==> src/hdl/clkgen_pkg.sv <==
// Purpose: shared constants and types of the programmable clock generator control
// Assumes: 200 MHz system clock
// Notes:   configuration words are 9 bits wide

package clkgen_pkg;

  ////////////////////////////////////////////////////////////////////////////
  // configuration words
  localparam int unsigned WORD_W        = 9;
  localparam int unsigned NV_WORDS      = 2;
  localparam int unsigned NV_ADDR_W     = 1;
  localparam logic [0:0]  ADDR_MODE     = 1'h0;
  localparam logic [0:0]  ADDR_DIV      = 1'h1;
  localparam int unsigned SHIFT_W       = 18;

  // mode word field positions, lsb upward
  localparam int unsigned BIT_REF_EXT   = 0;
  localparam int unsigned BIT_DIV_BYP   = 1;
  localparam int unsigned BIT_PRE_BYP   = 2;
  localparam int unsigned BIT_PRE_HALF  = 3;
  localparam int unsigned BIT_PIN_FUNC  = 4;
  localparam int unsigned BIT_REF_DIS   = 5;

  // factory setting: internal oscillator, no prescale, divide by two
  localparam logic [8:0]  MODE_RESET    = 9'h014;
  localparam logic [8:0]  DIV_RESET     = 9'h000;
  localparam logic [9:0]  DIV_OFFSET    = 10'h002;

  // prescaler half periods counted in reference rising edges
  localparam logic [1:0]  PRE_HALF_DIV4 = 2'h2;
  localparam logic [1:0]  PRE_HALF_DIV2 = 2'h1;

  ////////////////////////////////////////////////////////////////////////////
  // timing
  localparam int unsigned CLK_PERIOD_PS = 5000;
  localparam int unsigned WAKE_TIME_NS  = 10000;
  localparam int unsigned WAKE_CYCLES   = (WAKE_TIME_NS * 1000 + CLK_PERIOD_PS - 1) / CLK_PERIOD_PS;
  localparam int unsigned WAKE_W        = 12;

  ////////////////////////////////////////////////////////////////////////////
  // types
  typedef struct packed {
    logic       ref_dis;
    logic       pin_func;
    logic       pre_half;
    logic       pre_byp;
    logic       div_byp;
    logic       ref_ext;
    logic [8:0] n;
  } config_s;

  typedef enum logic [2:0] {
    ST_RUN       = 3'h0,
    ST_DRAIN_DIV = 3'h1,
    ST_DRAIN_REF = 3'h3,
    ST_OFF       = 3'h2,
    ST_WAKE      = 3'h6
  } power_state_e;

endpackage

==> src/hdl/sync2.sv <==
// Purpose: two flip-flop synchroniser for a group of pin levels
// Assumes: inputs are quasi-static against the clock
// Notes:   the first stage feeds only the second stage

`timescale 1ns/1ps

module sync2 #(
  parameter int unsigned WIDTH = 1
) (
  // clock and reset
  input  wire logic             clock_i,
  input  wire logic             resetn_i,
  // levels
  input  wire logic [WIDTH-1:0] async_i,
  output logic      [WIDTH-1:0] sync_o
);

  logic [WIDTH-1:0] stage1_reg;

  always_ff @(posedge clock_i or negedge resetn_i) begin
    if (!resetn_i) begin
      stage1_reg <= '0;
      sync_o     <= '0;
    end else begin
      stage1_reg <= async_i;
      sync_o     <= stage1_reg;
    end
  end

endmodule

==> src/hdl/nv_config_mem.sv <==
// Purpose: nonvolatile store of the two configuration words
// Assumes: contents survive reset; only the write port changes them
// Notes:   read data come out of a register

`timescale 1ns/1ps

module nv_config_mem #(
  parameter int unsigned         WIDTH  = clkgen_pkg::WORD_W,
  parameter logic [WIDTH-1:0]    INIT0  = clkgen_pkg::MODE_RESET,
  parameter logic [WIDTH-1:0]    INIT1  = clkgen_pkg::DIV_RESET
) (
  // clock
  input  wire logic             clock_i,
  // write port
  input  wire logic             wr_en_i,
  input  wire logic [0:0]       wr_addr_i,
  input  wire logic [WIDTH-1:0] wr_data_i,
  // read port
  input  wire logic [0:0]       rd_addr_i,
  output logic      [WIDTH-1:0] rd_data_o
);

  // delivered contents; no reset so the words outlive a power cycle
  logic [WIDTH-1:0] cell_reg [clkgen_pkg::NV_WORDS] = '{INIT0, INIT1};

  always_ff @(posedge clock_i) begin
    if (wr_en_i) begin
      cell_reg[wr_addr_i] <= wr_data_i;
    end
    rd_data_o <= cell_reg[rd_addr_i];
  end

endmodule

==> src/hdl/programmable_clock_gen_control.sv <==
// Purpose: control of a programmable clock generator with prescaler, divider and gating
// Assumes: reference clocks arrive as pin levels well below the 200 MHz system clock
// Notes:   pin outputs are registered levels; a pin output is released by its enable

`timescale 1ns/1ps

module programmable_clock_gen_control #(
  parameter int unsigned WAKE_COUNT = clkgen_pkg::WAKE_CYCLES
) (
  // clock and reset
  input  wire logic clock_i,
  input  wire logic resetn_i,
  // reference sources
  input  wire logic int_osc_i,
  input  wire logic ext_clk_i,
  output logic      osc_enable_o,
  // control pins
  input  wire logic output_enable_i,
  input  wire logic powerdown_or_refselect_pin_i,
  input  wire logic prog_mode_i,
  input  wire logic prog_sclk_i,
  input  wire logic prog_write_i,
  input  wire logic prog_readback_i,
  // dual-purpose pin
  input  wire logic io_in_i,
  output logic      io_out_o,
  output logic      io_oe_o,
  // reference clock output
  output logic      reference_clock_out_o,
  output logic      reference_clock_oe_o
);

  ////////////////////////////////////////////////////////////////////////////
  // pin synchronisers
  logic [8:0] pins_sync;
  logic       osc_s, ext_s, oe_s, dual_s, strap_s, sclk_s, write_s, rdbk_s, io_s;

  sync2 #(.WIDTH(9)) u_sync (
    .clock_i  (clock_i),
    .resetn_i (resetn_i),
    .async_i  ({int_osc_i, ext_clk_i, output_enable_i, powerdown_or_refselect_pin_i,
                prog_mode_i, prog_sclk_i, prog_write_i, prog_readback_i, io_in_i}),
    .sync_o   (pins_sync)
  );

  assign {osc_s, ext_s, oe_s, dual_s, strap_s, sclk_s, write_s, rdbk_s, io_s} = pins_sync;

  ////////////////////////////////////////////////////////////////////////////
  // power-up: strap capture and configuration load
  logic [1:0]           strap_wait_reg;
  logic                 strap_done_reg;
  logic                 prog_reg;
  logic [1:0]           load_reg;
  logic                 load_done_reg;
  clkgen_pkg::config_s  cfg_reg;
  logic [8:0]           nv_rd_data;
  logic [0:0]           nv_rd_addr;
  logic                 nv_wr_en;
  logic [0:0]           nv_wr_addr;
  logic [8:0]           nv_wr_data;

  always_ff @(posedge clock_i or negedge resetn_i) begin
    if (!resetn_i) begin
      strap_wait_reg <= 2'h0;
      strap_done_reg <= 1'b0;
      prog_reg       <= 1'b0;
    end else if (!strap_done_reg) begin
      // the synchroniser leaves reset empty; take the strap once it has filled
      if (strap_wait_reg == 2'h2) begin
        strap_done_reg <= 1'b1;
        prog_reg       <= strap_s;
      end else begin
        strap_wait_reg <= strap_wait_reg + 2'h1;
      end
    end
  end

  // words are fetched once per power-up; later writes wait for the next one
  assign nv_rd_addr = load_reg[0] ? clkgen_pkg::ADDR_DIV : clkgen_pkg::ADDR_MODE;

  always_ff @(posedge clock_i or negedge resetn_i) begin
    if (!resetn_i) begin
      load_reg      <= 2'h0;
      load_done_reg <= 1'b0;
      cfg_reg       <= '0;
    end else if (strap_done_reg && !load_done_reg) begin
      load_reg <= load_reg + 2'h1;
      if (load_reg == 2'h1) begin
        cfg_reg[14:9] <= nv_rd_data[5:0];
      end
      if (load_reg == 2'h2) begin
        cfg_reg.n     <= nv_rd_data;
        load_done_reg <= 1'b1;
      end
    end
  end

  ////////////////////////////////////////////////////////////////////////////
  // programming port
  logic [17:0] shift_reg;
  logic [1:0]  wr_step_reg;
  logic        sclk_prev_reg, write_prev_reg;
  wire         sclk_rise  = sclk_s & ~sclk_prev_reg;
  wire         write_rise = write_s & ~write_prev_reg;

  always_ff @(posedge clock_i or negedge resetn_i) begin
    if (!resetn_i) begin
      shift_reg      <= '0;
      wr_step_reg    <= 2'h0;
      sclk_prev_reg  <= 1'b0;
      write_prev_reg <= 1'b0;
    end else begin
      sclk_prev_reg  <= sclk_s;
      write_prev_reg <= write_s;
      if (prog_reg && sclk_rise) begin
        // data bit passes the same two stages as its serial clock
        shift_reg <= {shift_reg[16:0], io_s};
      end
      if (prog_reg && write_rise && wr_step_reg == 2'h0) begin
        wr_step_reg <= 2'h1;
      end else if (wr_step_reg != 2'h0) begin
        wr_step_reg <= (wr_step_reg == 2'h2) ? 2'h0 : 2'h2;
      end
    end
  end

  // upper nine bits go to the mode word, lower nine to the divider
  assign nv_wr_en   = (wr_step_reg != 2'h0);
  assign nv_wr_addr = (wr_step_reg == 2'h1) ? clkgen_pkg::ADDR_MODE : clkgen_pkg::ADDR_DIV;
  assign nv_wr_data = (wr_step_reg == 2'h1) ? shift_reg[17:9] : shift_reg[8:0];

  nv_config_mem u_nv (
    .clock_i   (clock_i),
    .wr_en_i   (nv_wr_en),
    .wr_addr_i (nv_wr_addr),
    .wr_data_i (nv_wr_data),
    .rd_addr_i (nv_rd_addr),
    .rd_data_o (nv_rd_data)
  );

  ////////////////////////////////////////////////////////////////////////////
  // power sequencer
  clkgen_pkg::power_state_e state_reg, state_next;
  logic [clkgen_pkg::WAKE_W-1:0] wake_reg;
  logic        run_reg;
  logic        ref_gate_reg;
  logic        div_pin_reg;
  logic        ref_pin_reg;
  wire         active   = load_done_reg & ~prog_reg;
  wire         pdn_req  = cfg_reg.pin_func & ~dual_s;
  wire         wake_end = (wake_reg == clkgen_pkg::WAKE_W'(WAKE_COUNT - 1));

  always_comb begin
    state_next = state_reg;
    case (state_reg)
      clkgen_pkg::ST_RUN:       if (pdn_req) state_next = clkgen_pkg::ST_DRAIN_DIV;
      clkgen_pkg::ST_DRAIN_DIV: if (!run_reg) state_next = clkgen_pkg::ST_DRAIN_REF;
      clkgen_pkg::ST_DRAIN_REF: if (!ref_gate_reg) state_next = clkgen_pkg::ST_OFF;
      clkgen_pkg::ST_OFF:       if (!pdn_req) state_next = clkgen_pkg::ST_WAKE;
      clkgen_pkg::ST_WAKE:      if (wake_end) state_next = clkgen_pkg::ST_RUN;
      default:                  state_next = clkgen_pkg::ST_RUN;
    endcase
  end

  always_ff @(posedge clock_i or negedge resetn_i) begin
    if (!resetn_i) begin
      state_reg <= clkgen_pkg::ST_RUN;
      wake_reg  <= '0;
    end else begin
      state_reg <= active ? state_next : clkgen_pkg::ST_RUN;
      wake_reg  <= (state_reg == clkgen_pkg::ST_WAKE) ? wake_reg + clkgen_pkg::WAKE_W'(1) : '0;
    end
  end

  // a slow restart is the price of powering the oscillator fully down
  wire osc_on = (state_reg != clkgen_pkg::ST_OFF);

  ////////////////////////////////////////////////////////////////////////////
  // reference selection, switched only while both sides are low
  logic sel_ext_reg, muted_reg, ref_lvl_reg, ref_prev_reg;
  wire  want_ext = cfg_reg.pin_func ? cfg_reg.ref_ext : ~dual_s;
  wire  cur_lvl  = sel_ext_reg ? ext_s : osc_s;
  wire  new_lvl  = want_ext ? ext_s : osc_s;

  always_ff @(posedge clock_i or negedge resetn_i) begin
    if (!resetn_i) begin
      sel_ext_reg  <= 1'b0;
      muted_reg    <= 1'b0;
      ref_lvl_reg  <= 1'b0;
      ref_prev_reg <= 1'b0;
    end else begin
      if (!muted_reg && want_ext != sel_ext_reg && !cur_lvl) begin
        muted_reg <= 1'b1;
      end else if (muted_reg && !new_lvl) begin
        sel_ext_reg <= want_ext;
        muted_reg   <= 1'b0;
      end
      ref_lvl_reg  <= osc_on & ~muted_reg & cur_lvl;
      ref_prev_reg <= ref_lvl_reg;
    end
  end

  wire ref_rise = ref_lvl_reg & ~ref_prev_reg;

  ////////////////////////////////////////////////////////////////////////////
  // prescaler, applied only to the internal reference
  logic [1:0] pre_cnt_reg;
  logic       mclk_reg, mclk_prev_reg;
  wire        pre_use  = ~sel_ext_reg & ~cfg_reg.pre_byp;
  wire  [1:0] pre_half = cfg_reg.pre_half ? clkgen_pkg::PRE_HALF_DIV2 : clkgen_pkg::PRE_HALF_DIV4;

  always_ff @(posedge clock_i or negedge resetn_i) begin
    if (!resetn_i) begin
      pre_cnt_reg   <= 2'h0;
      mclk_reg      <= 1'b0;
      mclk_prev_reg <= 1'b0;
    end else begin
      mclk_prev_reg <= mclk_reg;
      if (!pre_use) begin
        pre_cnt_reg <= 2'h0;
        mclk_reg    <= ref_lvl_reg;
      end else if (ref_rise) begin
        pre_cnt_reg <= (pre_cnt_reg == pre_half - 2'h1) ? 2'h0 : pre_cnt_reg + 2'h1;
        if (pre_cnt_reg == pre_half - 2'h1) begin
          mclk_reg <= ~mclk_reg;
        end
      end
    end
  end

  wire mclk_rise = mclk_reg & ~mclk_prev_reg;

  ////////////////////////////////////////////////////////////////////////////
  // programmable divider with synchronous gating
  logic [9:0] div_cnt_reg;
  logic       div_lvl_reg, oe_mclk_reg;
  wire  [9:0] divisor  = {1'b0, cfg_reg.n} + clkgen_pkg::DIV_OFFSET;
  wire  [9:0] high_len = (divisor + 10'h001) >> 1;
  wire        out_lvl  = cfg_reg.div_byp ? (mclk_reg & run_reg) : div_lvl_reg;
  wire        stop_req = ~oe_mclk_reg | (state_reg != clkgen_pkg::ST_RUN);

  always_ff @(posedge clock_i or negedge resetn_i) begin
    if (!resetn_i) begin
      oe_mclk_reg <= 1'b0;
      run_reg     <= 1'b0;
      div_cnt_reg <= '0;
      div_lvl_reg <= 1'b0;
    end else begin
      if (mclk_rise) begin
        oe_mclk_reg <= oe_s;
      end
      // start on the rise that sees enable, so unless the divider is bypassed the first edge follows one master period later
      if (mclk_rise && oe_s && state_reg == clkgen_pkg::ST_RUN) begin
        run_reg <= 1'b1;
      end else if (stop_req && !out_lvl) begin
        // a low output stops at once, a high one waits for its falling edge
        run_reg <= 1'b0;
      end
      if (!run_reg) begin
        div_cnt_reg <= '0;
        div_lvl_reg <= 1'b0;
      end else if (mclk_rise) begin
        div_cnt_reg <= (div_cnt_reg == divisor - 10'h001) ? 10'h000 : div_cnt_reg + 10'h001;
        div_lvl_reg <= (div_cnt_reg < high_len);
      end
    end
  end

  ////////////////////////////////////////////////////////////////////////////
  // reference output gate, closed only while the reference is low
  always_ff @(posedge clock_i or negedge resetn_i) begin
    if (!resetn_i) begin
      ref_gate_reg <= 1'b0;
    end else if (cfg_reg.ref_dis || state_reg == clkgen_pkg::ST_DRAIN_REF || !osc_on) begin
      if (!ref_lvl_reg) begin
        ref_gate_reg <= 1'b0;
      end
    end else if (active && state_reg != clkgen_pkg::ST_WAKE && !ref_lvl_reg) begin
      ref_gate_reg <= 1'b1;
    end
  end

  ////////////////////////////////////////////////////////////////////////////
  // pin drivers
  always_ff @(posedge clock_i or negedge resetn_i) begin
    if (!resetn_i) begin
      div_pin_reg <= 1'b0;
      ref_pin_reg <= 1'b0;
    end else begin
      div_pin_reg <= prog_reg ? shift_reg[17] : out_lvl;
      ref_pin_reg <= ref_gate_reg & ref_lvl_reg;
    end
  end

  assign io_out_o              = div_pin_reg;
  assign io_oe_o               = prog_reg ? rdbk_s : (active & osc_on);
  assign reference_clock_out_o = ref_pin_reg;
  assign reference_clock_oe_o  = active & osc_on & ~cfg_reg.ref_dis;
  assign osc_enable_o          = osc_on;

endmodule

==> config.mk <==
export PLATFORM = sky130hd
export DESIGN_NAME = programmable_clock_gen_control
export DESIGN_NICKNAME = d
export VERILOG_FILES = /design/src/hdl/clkgen_pkg.sv /design/src/hdl/sync2.sv /design/src/hdl/nv_config_mem.sv /design/src/hdl/programmable_clock_gen_control.sv
export SDC_FILE = /design/constraint.sdc
export NUM_CORES = 1
export LEC_CHECK = 0
export ABC_AREA = 1
export BUFFER_PORTS_ARGS = -buffer_cell sky130_fd_sc_hd__buf_2
export CAP_MARGIN = 15
export CORE_UTILIZATION = 40
export DETAILED_ROUTE_END_ITERATION = 10
export HOLD_SLACK_MARGIN = 0.12
export MAX_ROUTING_LAYER = met4
export SKIP_LAST_GASP = 1
export SLEW_MARGIN = 20
export SYNTH_ARGS = -nofsm -noshare
export SYNTH_HDL_FRONTEND = slang
export SYNTH_HIERARCHICAL = 1
export SYNTH_SLANG_ARGS = --single-unit
==> constraint.sdc <==
create_clock -name clock_i -period 3 [get_ports clock_i]
set_input_delay 0.45 -clock clock_i [delete_from_list [all_inputs] [get_ports clock_i]]
set_output_delay 0.45 -clock clock_i [all_outputs]
set_load 0.01 [all_outputs]
## Yosys cells after proc, flatten, opt, wreduce, memory -nomap -nowiden

Memories as Yosys holds them, arrays and structs flattened. A register that Yosys moved wholly into a read port is not among the register bits.
Index checks and enable logic that the tools add are counted.

| storage, ports and cells | value |
|---|---|
| memories | 1 |
| RAM bits | 18 |
| word-level logic and storage cells | 178 |
| flip-flop bits (word level) | 101 |

| operators by class | value |
|---|---|
| bitwise logic cells | 29 |
| reduce and logical (&&, ||, !) cells | 37 |
| add/sub/neg operators | 9 |
| equal/unequal tests | 24 |
| order comparisons | 1 |
| muxes and demuxes | 43 |

Memory list:

| name | words | width | read ports | clocked after Yosys merged registers in | write ports | line | source |
|---|---|---|---|---|---|---|---|
| u_nv.cell_reg | 2 | 9 | 1 | 1 | 1 | nv_config_mem.sv:24 | `logic [WIDTH-1:0] cell_reg [clkgen_pkg::NV_WORDS] = '{INIT0, INIT1};` |

Operator list:

| cell | number |
|---|---|
| $mux W10 | 3 |
| $mux W1 | 24 |
| $add A10 B1 Y10 const B | 2 |
| $mux W3 | 6 |
| $ne A3 B3 Y1 const B | 6 |
| $not A1 Y1 | 15 |
| $pmux W3 S5 | 1 |
| $mux W2 | 7 |
| $reduce_and A2 Y1 | 7 |
| $and A1 B1 Y1 | 13 |
| $add A12 B1 Y12 const B | 1 |
| $eq A12 B11 Y1 const B | 1 |
| $logic_and A1 B1 Y1 | 12 |
| $mux W12 | 1 |
| $add A9 B2 Y10 const B | 1 |
| $eq A10 B10 Y1 | 1 |
| $lt A10 B9 Y1 | 1 |
| $reduce_bool A2 Y1 | 5 |
| $sub A10 B1 Y10 const B | 1 |
| $mux W9 | 1 |
| $logic_not A1 Y1 | 7 |
| $add A2 B1 Y2 const B | 3 |
| $eq A2 B2 Y1 const B | 3 |
| $eq A3 B2 Y1 const B | 2 |
| 15 further kinds | 19 |

## Logic depth before layout (Yosys ltp)

Gate-level depths: netlist of the first run.

| depth | value |
|---|---|
| depth in word-level cells | 7 |
| depth in mapped cells | 15 |
| depth with buffers taken out | 15 |

## Modules after synthesis

Netlist of the first run, hierarchy kept.

By module, submodules not included:

| module | times used | cells each | area an instance (µm²) | sequential area each (µm²) |
|---|---|---|---|---|
| programmable_clock_gen_control | 1 | 613 | 4,703.3 | 2,077.0 |
| nv_config_mem | 1 | 60 | 852.1 | 720.7 |
| sync2 | 1 | 18 | 450.4 | 450.4 |

## Worst setup path before layout of the first run

No wires, ideal clock.

| timing | value |
|---|---|
| kind | reg2reg |
| start | reg cfg_reg[1] (netlist name) |
| end | reg div_lvl_reg |
| setup slack | 0.435 ns |
| path buffers | 0 |
| cell stages (with the launch flop) | 15 |
| data arrival time | 2.437 ns |
| cells stage by stage | dfrtp_1 > ha_1 > nand2_2 > inv_1 > nand2_2 > nand2_4 > nor4_1 > nand3_1 > xor2_1 > ha_1 > nand2_1 > nor3_1 > o211ai_1 > nand4_1 > o21ai_0 |

| on the way | value |
|---|---|
| cells in the longest elaborated chain, start to end | 5 |

RTL lines:

| item | line | source |
|---|---|---|
| from (decl) | programmable_clock_gen_control.sv:55 | `clkgen_pkg::config_s cfg_reg;` |
| $add A9 B2 Y10 | programmable_clock_gen_control.sv:237 | `wire [9:0] divisor = {1'b0, cfg_reg.n} + clkgen_pkg::DIV_OFFSET;` |
| $add A10 B1 Y10 | programmable_clock_gen_control.sv:238 | `wire [9:0] high_len = (divisor + 10'h001) >> 1;` |
| $lt A10 B9 Y1 | programmable_clock_gen_control.sv:264 | `div_lvl_reg <= (div_cnt_reg < high_len);` |
| $mux W1 | programmable_clock_gen_control.sv:262 | `end else if (mclk_rise) begin` |
| $mux W1 | programmable_clock_gen_control.sv:259 | `if (!run_reg) begin` |
| to (signal assigned) | programmable_clock_gen_control.sv:264 |  |
| to (decl) | programmable_clock_gen_control.sv:236 | `logic div_lvl_reg, oe_mclk_reg;` |

Every way passes these cells. The select of a mux whose other input is x is not followed.
A chain may end at the register's enable or synchronous reset.

## Final worst setup path of the first run

| timing | value |
|---|---|
| start | reg cfg_reg[2] (netlist name) |
| end | reg div_lvl_reg |

The elaborated chain is that of the path after synthesis.

==> flow_metrics.py, run 1 <==
metrics = {
    "logic_synthesis": {
        "synth_top_area_frac": 0.421,
        "yosysMostFrequentCell": "nand2_1",
        "yosys-top-cells-area": "dfrtp_1 42%, nand2_1 12%, edfxtp_1 9.0%, inv_1 5.6%, o21ai_0 4.5%",
        "syn_nets": 720,
        "yosysSeqAreaShare": 0.541,
        "yosys_warnings": 6,
        "ys_ff_latch": 128,
        "synth_top_area_cell": "dfrtp_1",
        "synthTopCellsByCount": "191 x nand2_1, 101 x dfrtp_1, 89 x inv_1",
        "netlist_area_um2": 6010,
        "ys.flop_type": "dfrtp_1",
        "synth_edf_count": 18,
        "synth_cell_types": 37,
        "avgSynthCellArea_um2": 8.69,
        "synth-async-reset-ratio": 0.789,
        "synthCells": 691,
    },
    "power_and_ir_drop": {
        "p_leak_nw": 3.40,
        "irDropWorstVdd_v": 0.000418,
        "power_density_nw_per_um2": 668,
    },
    "timing": {
        "rsz0062_at_grt": "no",
        "max_slew.worst_pin.slew_ps": 816,
        "slew_headroom": 0.454,
        "finalSetupViolCount": 0,
        "tns_ps": 0,
        "clock_skew_ps": 14.9,
        "fmax_mhz": 363,
        "drv_slew": 0,
        "fin_crit_sh": 0.917,
        "hold_viol": 0,
        "period_minus_slack_ps": 2750,
    },
    "global_routing": {
        "grt_pass1_wl_um": 19800,
        "grt_pass1_vias": 4353,
        "grtUsageTotal": 0.164,
        "antenna_found_initial": 0,
        "grt_overflow_total": 0,
        "grt_max_degree": 57,
    },
    "route": {
        "wl_met2_um": 5500,
        "wl_met1_um": 5280,
        "drcViolationCount": 0,
        "top_layer_used": "met4",
        "wl_met3_um": 289,
        "dr.pass1.iters": 5,
        "drt_iter0_drc": 288,
        "via_per_inst": 4.86,
        "post_drt_wl_per_cell_um": 12.2,
        "final_antenna_net_count": 0,
        "drt_wl_total_um": 11100,
        "num_vias": 4442,
    },
    "cells_and_area": {
        "fill_cells": 1361,
        "fin_util": 0.476,
        "fin_nets": 746,
        "syn2layout_area_growth_pct": 15.6,
        "drive_above_1_share": 0.119,
        "antenna_cells": 0,
    },
    "clock_tree": {
        "cts_tree": "built",
        "htree_levels": 4,
        "post_cts_buffers": 0,
        "numCtsBuffers": 17,
        "clock-sinks": 128,
        "clk_path_buf_depth": 2,
        "clk_pin_slew_ps": 50,
        "clock-root-buffer": "clkbuf_16",
        "insertion_delay_ps": 410,
    },
    "critical_path": {
        "critical_path.top_delay_family": "simple AND/OR/NAND/NOR gates",
        "crit_required_ps": 3250,
        "cp_num_buf_inv": 0,
        "critPathArrivalTime_ps": 3000,
        "max_stage_delay_ps": 460,
        "cp_cell_sequence": "ha_2 -> nand3_1 -> nand2_1 -> nand2_4 -> nor4_2 -> nand3_1 -> xor2_1 -> ha_1 -> nand2_1 -> nor3_1 -> o211ai_1 -> nand4_1 -> o21ai_0",
        "critPathLaunch": "cfg_reg[2]",
        "crit_fanout": 7,
        "setup.worst_path.class": "reg2reg",
        "critPathCaptureType": "register",
        "startpoint_type": "register",
        "critPathSlowestCell": "dfrtp_1",
        "rr_startpoint": "cfg_reg[2]",
    },
    "run_status": {
        "run_status": "finished, final reports clean",
    },
    "min_path": {
        "min_path_type": "in2async",
    },
    "floorplan": {
        "dieWidth_um": 125,
        "start_util": 0.412,
        "dieHeight_um": 125,
        "die_area_um2": 15500,
        "rows": 44,
        "ios": 16,
        "core_um2": 14600,
    },
    "place": {
        "detailed_place_hpwl_um": 8060,
        "gp_congestion": 0.813,
        "port_buffers": 15,
    },
    "run": {
        "drv_cap": 0,
    },
}
## repair_timing
item,in CTS,in global routing
resized for setup,0,3
hold buffers,0,1
hold endpoints to repair,0,1
setup endpoints to repair,0,1
## cells by family (layout without fill, tap and decap cells)
group,count (synthesis),count (layout),share of synthesized area
simple gates,326,326,0.238
flops,128,128,0.541
buf+inv,102,141,0.0656
compound gates,95,95,0.0823
fa+ha+maj,18,18,0.0375
xor+xnor,13,13,0.0190
mux,9,9,0.0169
## layout make-up
cell class | count | area, um2 | share of cell area
multi-input cells | 461 | 2370 | 0.342
clock buffers | 23 | 520 | 0.0750
flip-flops and latches | 128 | 3250 | 0.468
inverters | 92 | 345 | 0.0497
repair buffers | 17 | 108 | 0.0155
clock inverters | 9 | 116 | 0.0168
well taps | 184 | 230 | 0.0332
## power by group
part	internal (W)	switching (W)
registers	0.00197	0.000118
logic	0.000158	0.000254
clock network	0.00140	0.000743
## per-stage QoR
stage          area, um2  worst slack (ps)  hold slack (ps)  power (W)  cells
2_1_floorplan       6010               435              154    0.00238    691
3_3_place_gp        6280               174              332    0.00251    881
3_5_place_dp        6280              65.9              335    0.00253    881
4_1_cts             6920              62.8              121    0.00470    913
5_1_grt             6940              25.7              122    0.00486    914
6_report            6940               248              110    0.00464    914
## placed cells by master, fill, tap and decap left out, types with 2 or more instances in the layout
cell and count:
nand2_1 191, dfrtp_1 100, inv_1 89, o21ai_0 54
nor2_1 53, a21oi_1 31, nand3_1 29, clkbuf_16 19
edfxtp_1 18, ha_1 17, nor3_1 15, buf_2 14
xor2_1 10, nand2_2 9, mux2_2 9, dfxtp_1 9
nand4_1 8, nand3_2 5, nor2_2 4, nor2_4 4
xnor2_1 3, nand2_4 3, clkbuf_8 3, clkinv_4 3
a211oi_1 2, o22ai_1 2, o21a_1 2, inv_2 2
inv_6 2, bufinv_16 2
## final timing paths
check                                  endpoint  slack, ps  cells past startpoint
setup / recovery                    div_lvl_reg        250                     13
hold / removal                       cfg_reg[8]        110                      1
setup reg to reg                    div_lvl_reg        250                     13
hold reg to reg                u_sync/sync_o[3]        340                      0
max in group asynchronous         shift_reg[17]       2180                      2
min in group clock_i       u_sync/stage1_reg[8]        140                      1
## per-layer routing
| metal | vias to the layer above | track usage |
|---|---|---|
| li1 | 2277 | - |
| met1 | 2099 | 0.200 |
| met2 | 58 | 0.259 |
| met3 | 8 | 0.0438 |
| met4 | 0 | 0.0602 |
| met5 | - | - |
Power figures use the tool's default switching activity.
==> run 2: changes to the inputs <==
--- a/config.mk
+++ b/config.mk
@@ -8,10 +8,13 @@
 export ABC_AREA = 1
 export BUFFER_PORTS_ARGS = -buffer_cell sky130_fd_sc_hd__buf_2
 export CAP_MARGIN = 15
-export CORE_UTILIZATION = 40
+export CELL_PAD_IN_SITES_DETAIL_PLACEMENT = 0
+export CELL_PAD_IN_SITES_GLOBAL_PLACEMENT = 2
+export CORE_UTILIZATION = 39
 export DETAILED_ROUTE_END_ITERATION = 10
 export HOLD_SLACK_MARGIN = 0.12
 export MAX_ROUTING_LAYER = met4
+export PLACE_DENSITY_LB_ADDON = 0.1
 export SKIP_LAST_GASP = 1
 export SLEW_MARGIN = 20
 export SYNTH_ARGS = -nofsm -noshare
==> flow_metrics.py, run 2 (same netlist as run 1, synthesis figures left out) <==
metrics = {
    "timing": {
        "tns_ps": 0,
        "drv_slew": 0,
        "hold_viol": 0,
        "fmax_mhz": 364,
        "slew_headroom": 0.449,
        "setup_ws_ps": 253,
        "max_slew.worst_pin.slew_ps": 823,
        "period_minus_slack_ps": 2750,
        "clock_skew_ps": 7.91,
        "rsz0062_at_grt": "no",
        "fin_crit_sh": 0.916,
        "finalSetupViolCount": 0,
    },
    "clock_tree": {
        "clock-root-buffer": "clkbuf_16",
        "insertion_delay_ps": 410,
        "post_cts_buffers": 0,
        "numCtsBuffers": 17,
        "clk_path_buf_depth": 2,
        "clk_pin_slew_ps": 60,
        "htree_levels": 4,
        "cts_tree": "built",
        "clock-sinks": 128,
    },
    "route": {
        "dr.pass1.iters": 4,
        "post_drt_wl_per_cell_um": 12.9,
        "num_vias": 4359,
        "drcViolationCount": 0,
        "final_antenna_net_count": 0,
        "top_layer_used": "met4",
        "wl_met1_um": 5510,
        "via_per_inst": 4.75,
        "drt_iter0_drc": 195,
        "drt_wl_total_um": 11800,
        "wl_met3_um": 375,
        "wl_met2_um": 5780,
    },
    "place": {
        "gp_congestion": 0.780,
        "detailed_place_hpwl_um": 8630,
        "dp_slack_ps": 68.2,
        "port_buffers": 15,
    },
    "critical_path": {
        "crit_fanout": 7,
        "critPathSlowestCell": "dfrtp_1",
        "cp_cell_sequence": "ha_2 -> nand3_1 -> nand2_1 -> nand2_4 -> nor4_2 -> nand3_1 -> xor2_1 -> ha_1 -> nand2_1 -> nor3_1 -> o211ai_1 -> nand4_1 -> o21ai_0",
        "critPathCaptureType": "register",
        "critPathArrivalTime_ps": 3010,
        "setup.worst_path.class": "reg2reg",
        "max_stage_delay_ps": 470,
        "crit_required_ps": 3260,
        "startpoint_type": "register",
    },
    "power_and_ir_drop": {
        "irDropWorstVdd_v": 0.000416,
        "power_density_nw_per_um2": 641,
        "p_leak_nw": 3.37,
    },
    "cells_and_area": {
        "layout_commonest_cell": "nand2_1",
        "fin_nets": 750,
        "final_cell_mix": "191 x nand2_1, 101 x dfrtp_1, 89 x inv_1",
        "drive_above_1_share": 0.119,
        "syn2layout_area_growth_pct": 14.4,
        "antenna_cells": 0,
    },
    "global_routing": {
        "grt_max_degree": 47,
        "antenna_found_initial": 0,
        "grt_pass1_wl_um": 20400,
        "grt_overflow_total": 0,
        "grt_pass1_vias": 4259,
        "grtUsageTotal": 0.170,
    },
    "min_path": {
        "min_path_type": "in2reg",
    },
    "floorplan": {
        "die_area_um2": 15900,
        "rows": 44,
        "core_um2": 14800,
        "start_util": 0.407,
        "dieHeight_um": 126,
        "dieWidth_um": 126,
        "ios": 16,
    },
    "run": {
        "drv_cap": 0,
    },
    "run_status": {
        "run_status": "finished, final reports clean",
    },
}
## run 2: cell types whose count changed in the layout (fill, tap and decap cells not counted), sizes merged
cell         delta
buf             +3
clkinv          +1
clkbuf          -3
bufinv          -1
clkinvlp        +2
inv             +1
dlygate4sd3     +1
## run 2: worst paths after layout
path	slack, ps	from	to	depth (start not counted)
max	250	cfg_reg[2]	div_lvl_reg	13
min	140	prog_write_i	u_sync/stage1_reg[2]	1
max reg2reg	250	cfg_reg[2]	div_lvl_reg	13
min reg2reg	340	u_sync/stage1_reg[5]	u_sync/sync_o[5]	0
max in group asynchronous	1710	resetn_i	state_reg[1]	3
min in group asynchronous	580	resetn_i	pre_cnt_reg[0]	2
## run 2: layout make-up
| class | instances | area, um2 |
|---|---|---|
| repair buffers | 21 | 128 |
| clock inverters | 12 | 111 |
| inverters | 92 | 345 |
| multi-input cells | 461 | 2370 |
| flip-flops and latches | 128 | 3250 |
| well taps | 184 | 230 |
| fillers | 1453 | 7880 |
| clock buffers | 20 | 437 |
## run 2: repair_timing
action                                  in CTS  in global routing
endpoints found under the setup margin       0                  1
endpoints found under the hold margin       43                  1
resized for setup                            0                  2
hold buffers                                 1                  1
## run 2: critical path: cells and delay by family (launching register included)
family          cells  cell delay (ps)
compound gates      2              210
xor+xnor            1              160
fa+ha+maj           2              580
flops               1              470
simple gates        8             1160
## run 2: stage by stage
step / cells / util / area (um2) / power [W] / hold WS [ps]
3_3_place_gp: 884 / 0.427 / 6290 / 0.00252 / 332
3_5_place_dp: 884 / 0.427 / 6290 / 0.00254 / 335
5_1_grt: 918 / 0.466 / 6870 / 0.00463 / 123
4_1_cts: 917 / 0.464 / 6850 / 0.00447 / 123
2_1_floorplan: 691 / - / 6010 / 0.00238 / 154
6_report: 918 / 0.466 / 6870 / 0.00440 / 142
## run 2: metal layers
metal | global-route usage | up-vias
met5 | - | -
li1 | - | 2270
met3 | 0.0438 | 10
met2 | 0.279 | 46
met1 | 0.204 | 2033
met4 | 0.0539 | 0
## run 2: report_power, final
part           leakage (nW)  switching, W  internal (W)  total, W
logic                  1.64      0.000253      0.000158  0.000411
clock network         0.261      0.000760       0.00114   0.00190
registers              1.47      0.000117       0.00197   0.00209
==> run 3: changes to the inputs <==
--- a/config.mk
+++ b/config.mk
@@ -10,11 +10,13 @@
 export CAP_MARGIN = 15
 export CELL_PAD_IN_SITES_DETAIL_PLACEMENT = 0
 export CELL_PAD_IN_SITES_GLOBAL_PLACEMENT = 2
+export CORE_MARGIN = 8
 export CORE_UTILIZATION = 39
 export DETAILED_ROUTE_END_ITERATION = 10
 export HOLD_SLACK_MARGIN = 0.12
 export MAX_ROUTING_LAYER = met4
 export PLACE_DENSITY_LB_ADDON = 0.1
+export SETUP_SLACK_MARGIN = 0.4
 export SKIP_LAST_GASP = 1
 export SLEW_MARGIN = 20
 export SYNTH_ARGS = -nofsm -noshare
==> flow_metrics.py, run 3 (same netlist as run 1, synthesis figures left out) <==
metrics = {
    "timing": {
        "tns_ps": 0,
        "hold_viol": 0,
        "max_slew.worst_pin.slew_ps": 892,
        "fin_crit_sh": 0.820,
        "drv_slew": 0,
        "slew_headroom": 0.403,
        "finalSetupViolCount": 0,
        "clock_skew_ps": 11.1,
        "rsz0062_at_grt": "yes",
        "fmax_mhz": 406,
        "period_minus_slack_ps": 2460,
    },
    "place": {
        "port_buffers": 15,
        "detailed_place_hpwl_um": 8840,
        "dpl_cell_area_um2": 6300,
        "gp_congestion": 0.801,
    },
    "route": {
        "via_per_inst": 4.74,
        "num_vias": 4426,
        "dr.pass1.iters": 4,
        "drt_wl_total_um": 12200,
        "drt_iter0_drc": 175,
        "drcViolationCount": 0,
        "post_drt_wl_per_cell_um": 13.0,
        "final_antenna_net_count": 0,
    },
    "floorplan": {
        "die_area_um2": 19600,
        "dieHeight_um": 140,
        "core_um2": 15100,
        "dieWidth_um": 140,
        "start_util": 0.397,
        "ios": 16,
        "rows": 45,
    },
    "power_and_ir_drop": {
        "irDropWorstVdd_v": 0.000542,
        "p_leak_nw": 3.47,
        "pwr-share-seq": 0.464,
        "p_switching_w": 0.00115,
        "p_int_w": 0.00335,
        "pwr-share-clk": 0.442,
        "power_density_nw_per_um2": 635,
        "switching_share": 0.255,
        "comb_power_share": 0.093,
    },
    "critical_path": {
        "crit_required_ps": 3330,
        "max_stage_delay_ps": 440,
        "crit_fanout": 4,
        "critPathArrivalTime_ps": 2790,
        "cp_cell_sequence": "inv_2 -> ha_4 -> inv_1 -> nand2_2 -> nor4_4 -> nand3_1 -> xor2_1 -> ha_1 -> a21oi_2 -> nor3_2 -> nor3_2 -> nand4_1 -> o21ai_1",
        "critical_path.top_delay_family": "simple AND/OR/NAND/NOR gates",
        "reg2reg_depth": 13,
        "rrSetupSlack_ps": 540,
        "critPathSlowestCell": "dfrtp_2",
        "worstReg2RegEnd": "div_lvl_reg",
        "startpoint_type": "register",
        "critPathCaptureType": "register",
        "cp_num_buf_inv": 2,
        "setup.worst_path.class": "reg2reg",
        "crit_top_cell": "nor3_2",
        "rr_startpoint": "cfg_reg[1]",
    },
    "clock_tree": {
        "clock-sinks": 128,
        "clk_path_buf_depth": 2,
        "insertion_delay_ps": 420,
        "clk_pin_slew_ps": 60,
        "htree_levels": 4,
        "cts_tree": "built",
        "clock-root-buffer": "clkbuf_16",
        "numCtsBuffers": 17,
    },
    "run_status": {
        "run_status": "finished, final reports clean",
    },
    "global_routing": {
        "grtUsageTotal": 0.135,
        "grt_max_degree": 44,
        "grt_overflow_total": 0,
        "grt_pass1_wl_um": 20500,
        "antenna_found_initial": 0,
        "grt_pass1_vias": 4222,
    },
    "cells_and_area": {
        "final_cell_mix": "187 x nand2_1, 98 x dfrtp_1, 87 x inv_1",
        "stdcell_area_um2": 7080,
        "layout_commonest_cell": "nand2_1",
        "syn2layout_area_growth_pct": 17.9,
        "antenna_cells": 0,
        "fin_nets": 761,
        "drive_above_1_share": 0.149,
    },
    "min_path": {
        "whs_path_depth": 1,
        "worstHoldStart": "io_in_i",
        "holdPathEnd": "u_sync/stage1_reg[0]",
        "min_path_type": "in2reg",
    },
    "run": {
        "drv_cap": 0,
    },
}
-- run 3: changes by cell type in the layout (fill, tap and decap cells not counted), moves of 3 or more --
cell     delta
nor3_2      +3
nor3_1      -3
dfrtp_2     +3
buf_4       +8
dfrtp_1     -3
nand2_1     -4
-- run 3: through the flow --
| step | total power (W) | hold slack [ps] | cells | util | worst slack [ps] |
|---|---|---|---|---|---|
| after CTS | 0.00457 | 123 | 925 | 0.460 | 422 |
| after detailed placement | 0.00254 | 336 | 887 | 0.416 | 103 |
| final | 0.00449 | 142 | 933 | 0.467 | 540 |
| after global routing | 0.00472 | 123 | 933 | 0.467 | 338 |
| after global placement | 0.00253 | 331 | 887 | 0.416 | 222 |
| after floorplan | 0.00238 | 154 | 691 | - | 435 |
-- run 3: layout make-up --
type                            instances  area [um2]
Timing Repair Buffer                   32         228
Clock buffer                           21         472
Sequential cell                       128        3250
Tap cell                              188         235
Multi-Input combinational cell        461        2440
Inverter                               92         345
Fill cell                            1487        8070
Clock inverter                         11         105
-- run 3: power by group through the flow --
stage                     Sequential, W  Combinational (W)  Clock [W]
after floorplan                 0.00208           0.000295          0
after global routing            0.00211           0.000495    0.00212
after CTS                       0.00209           0.000427    0.00205
after detailed placement        0.00212           0.000421          0
after global placement          0.00212           0.000408          0
final                           0.00209           0.000419    0.00199
-- run 3: repair_timing --
action	4_1_cts	5_1_grt
pin swaps	0	11
buffers inserted	2	8
setup endpoints to repair	1	1
hold endpoints to repair	36	0
resized for setup	6	15
cloned	0	0
hold buffers	4	0
-- run 3: how the worst max path moves through the flow --
stage / slack (ps) / from / to / cells past startpoint
final: 540 / cfg_reg[1] / div_lvl_reg / 13
after global routing: 340 / cfg_reg[2] / div_lvl_reg / 13
after CTS: 420 / cfg_reg[2] / div_lvl_reg / 14
after detailed placement: 100 / cfg_reg[1] / div_lvl_reg / 14
after global placement: 220 / cfg_reg[1] / div_lvl_reg / 14
after floorplan: 430 / cfg_reg[1] / div_lvl_reg / 14
-- run 3: layer usage --
layer  vias up  track usage  part of all wire
li1       2304            -                 -
met1      2059        0.160              0.47
met2        46        0.218              0.48
met3        17       0.0360             0.026
met4         0       0.0509             0.016
met5         -            -                 0
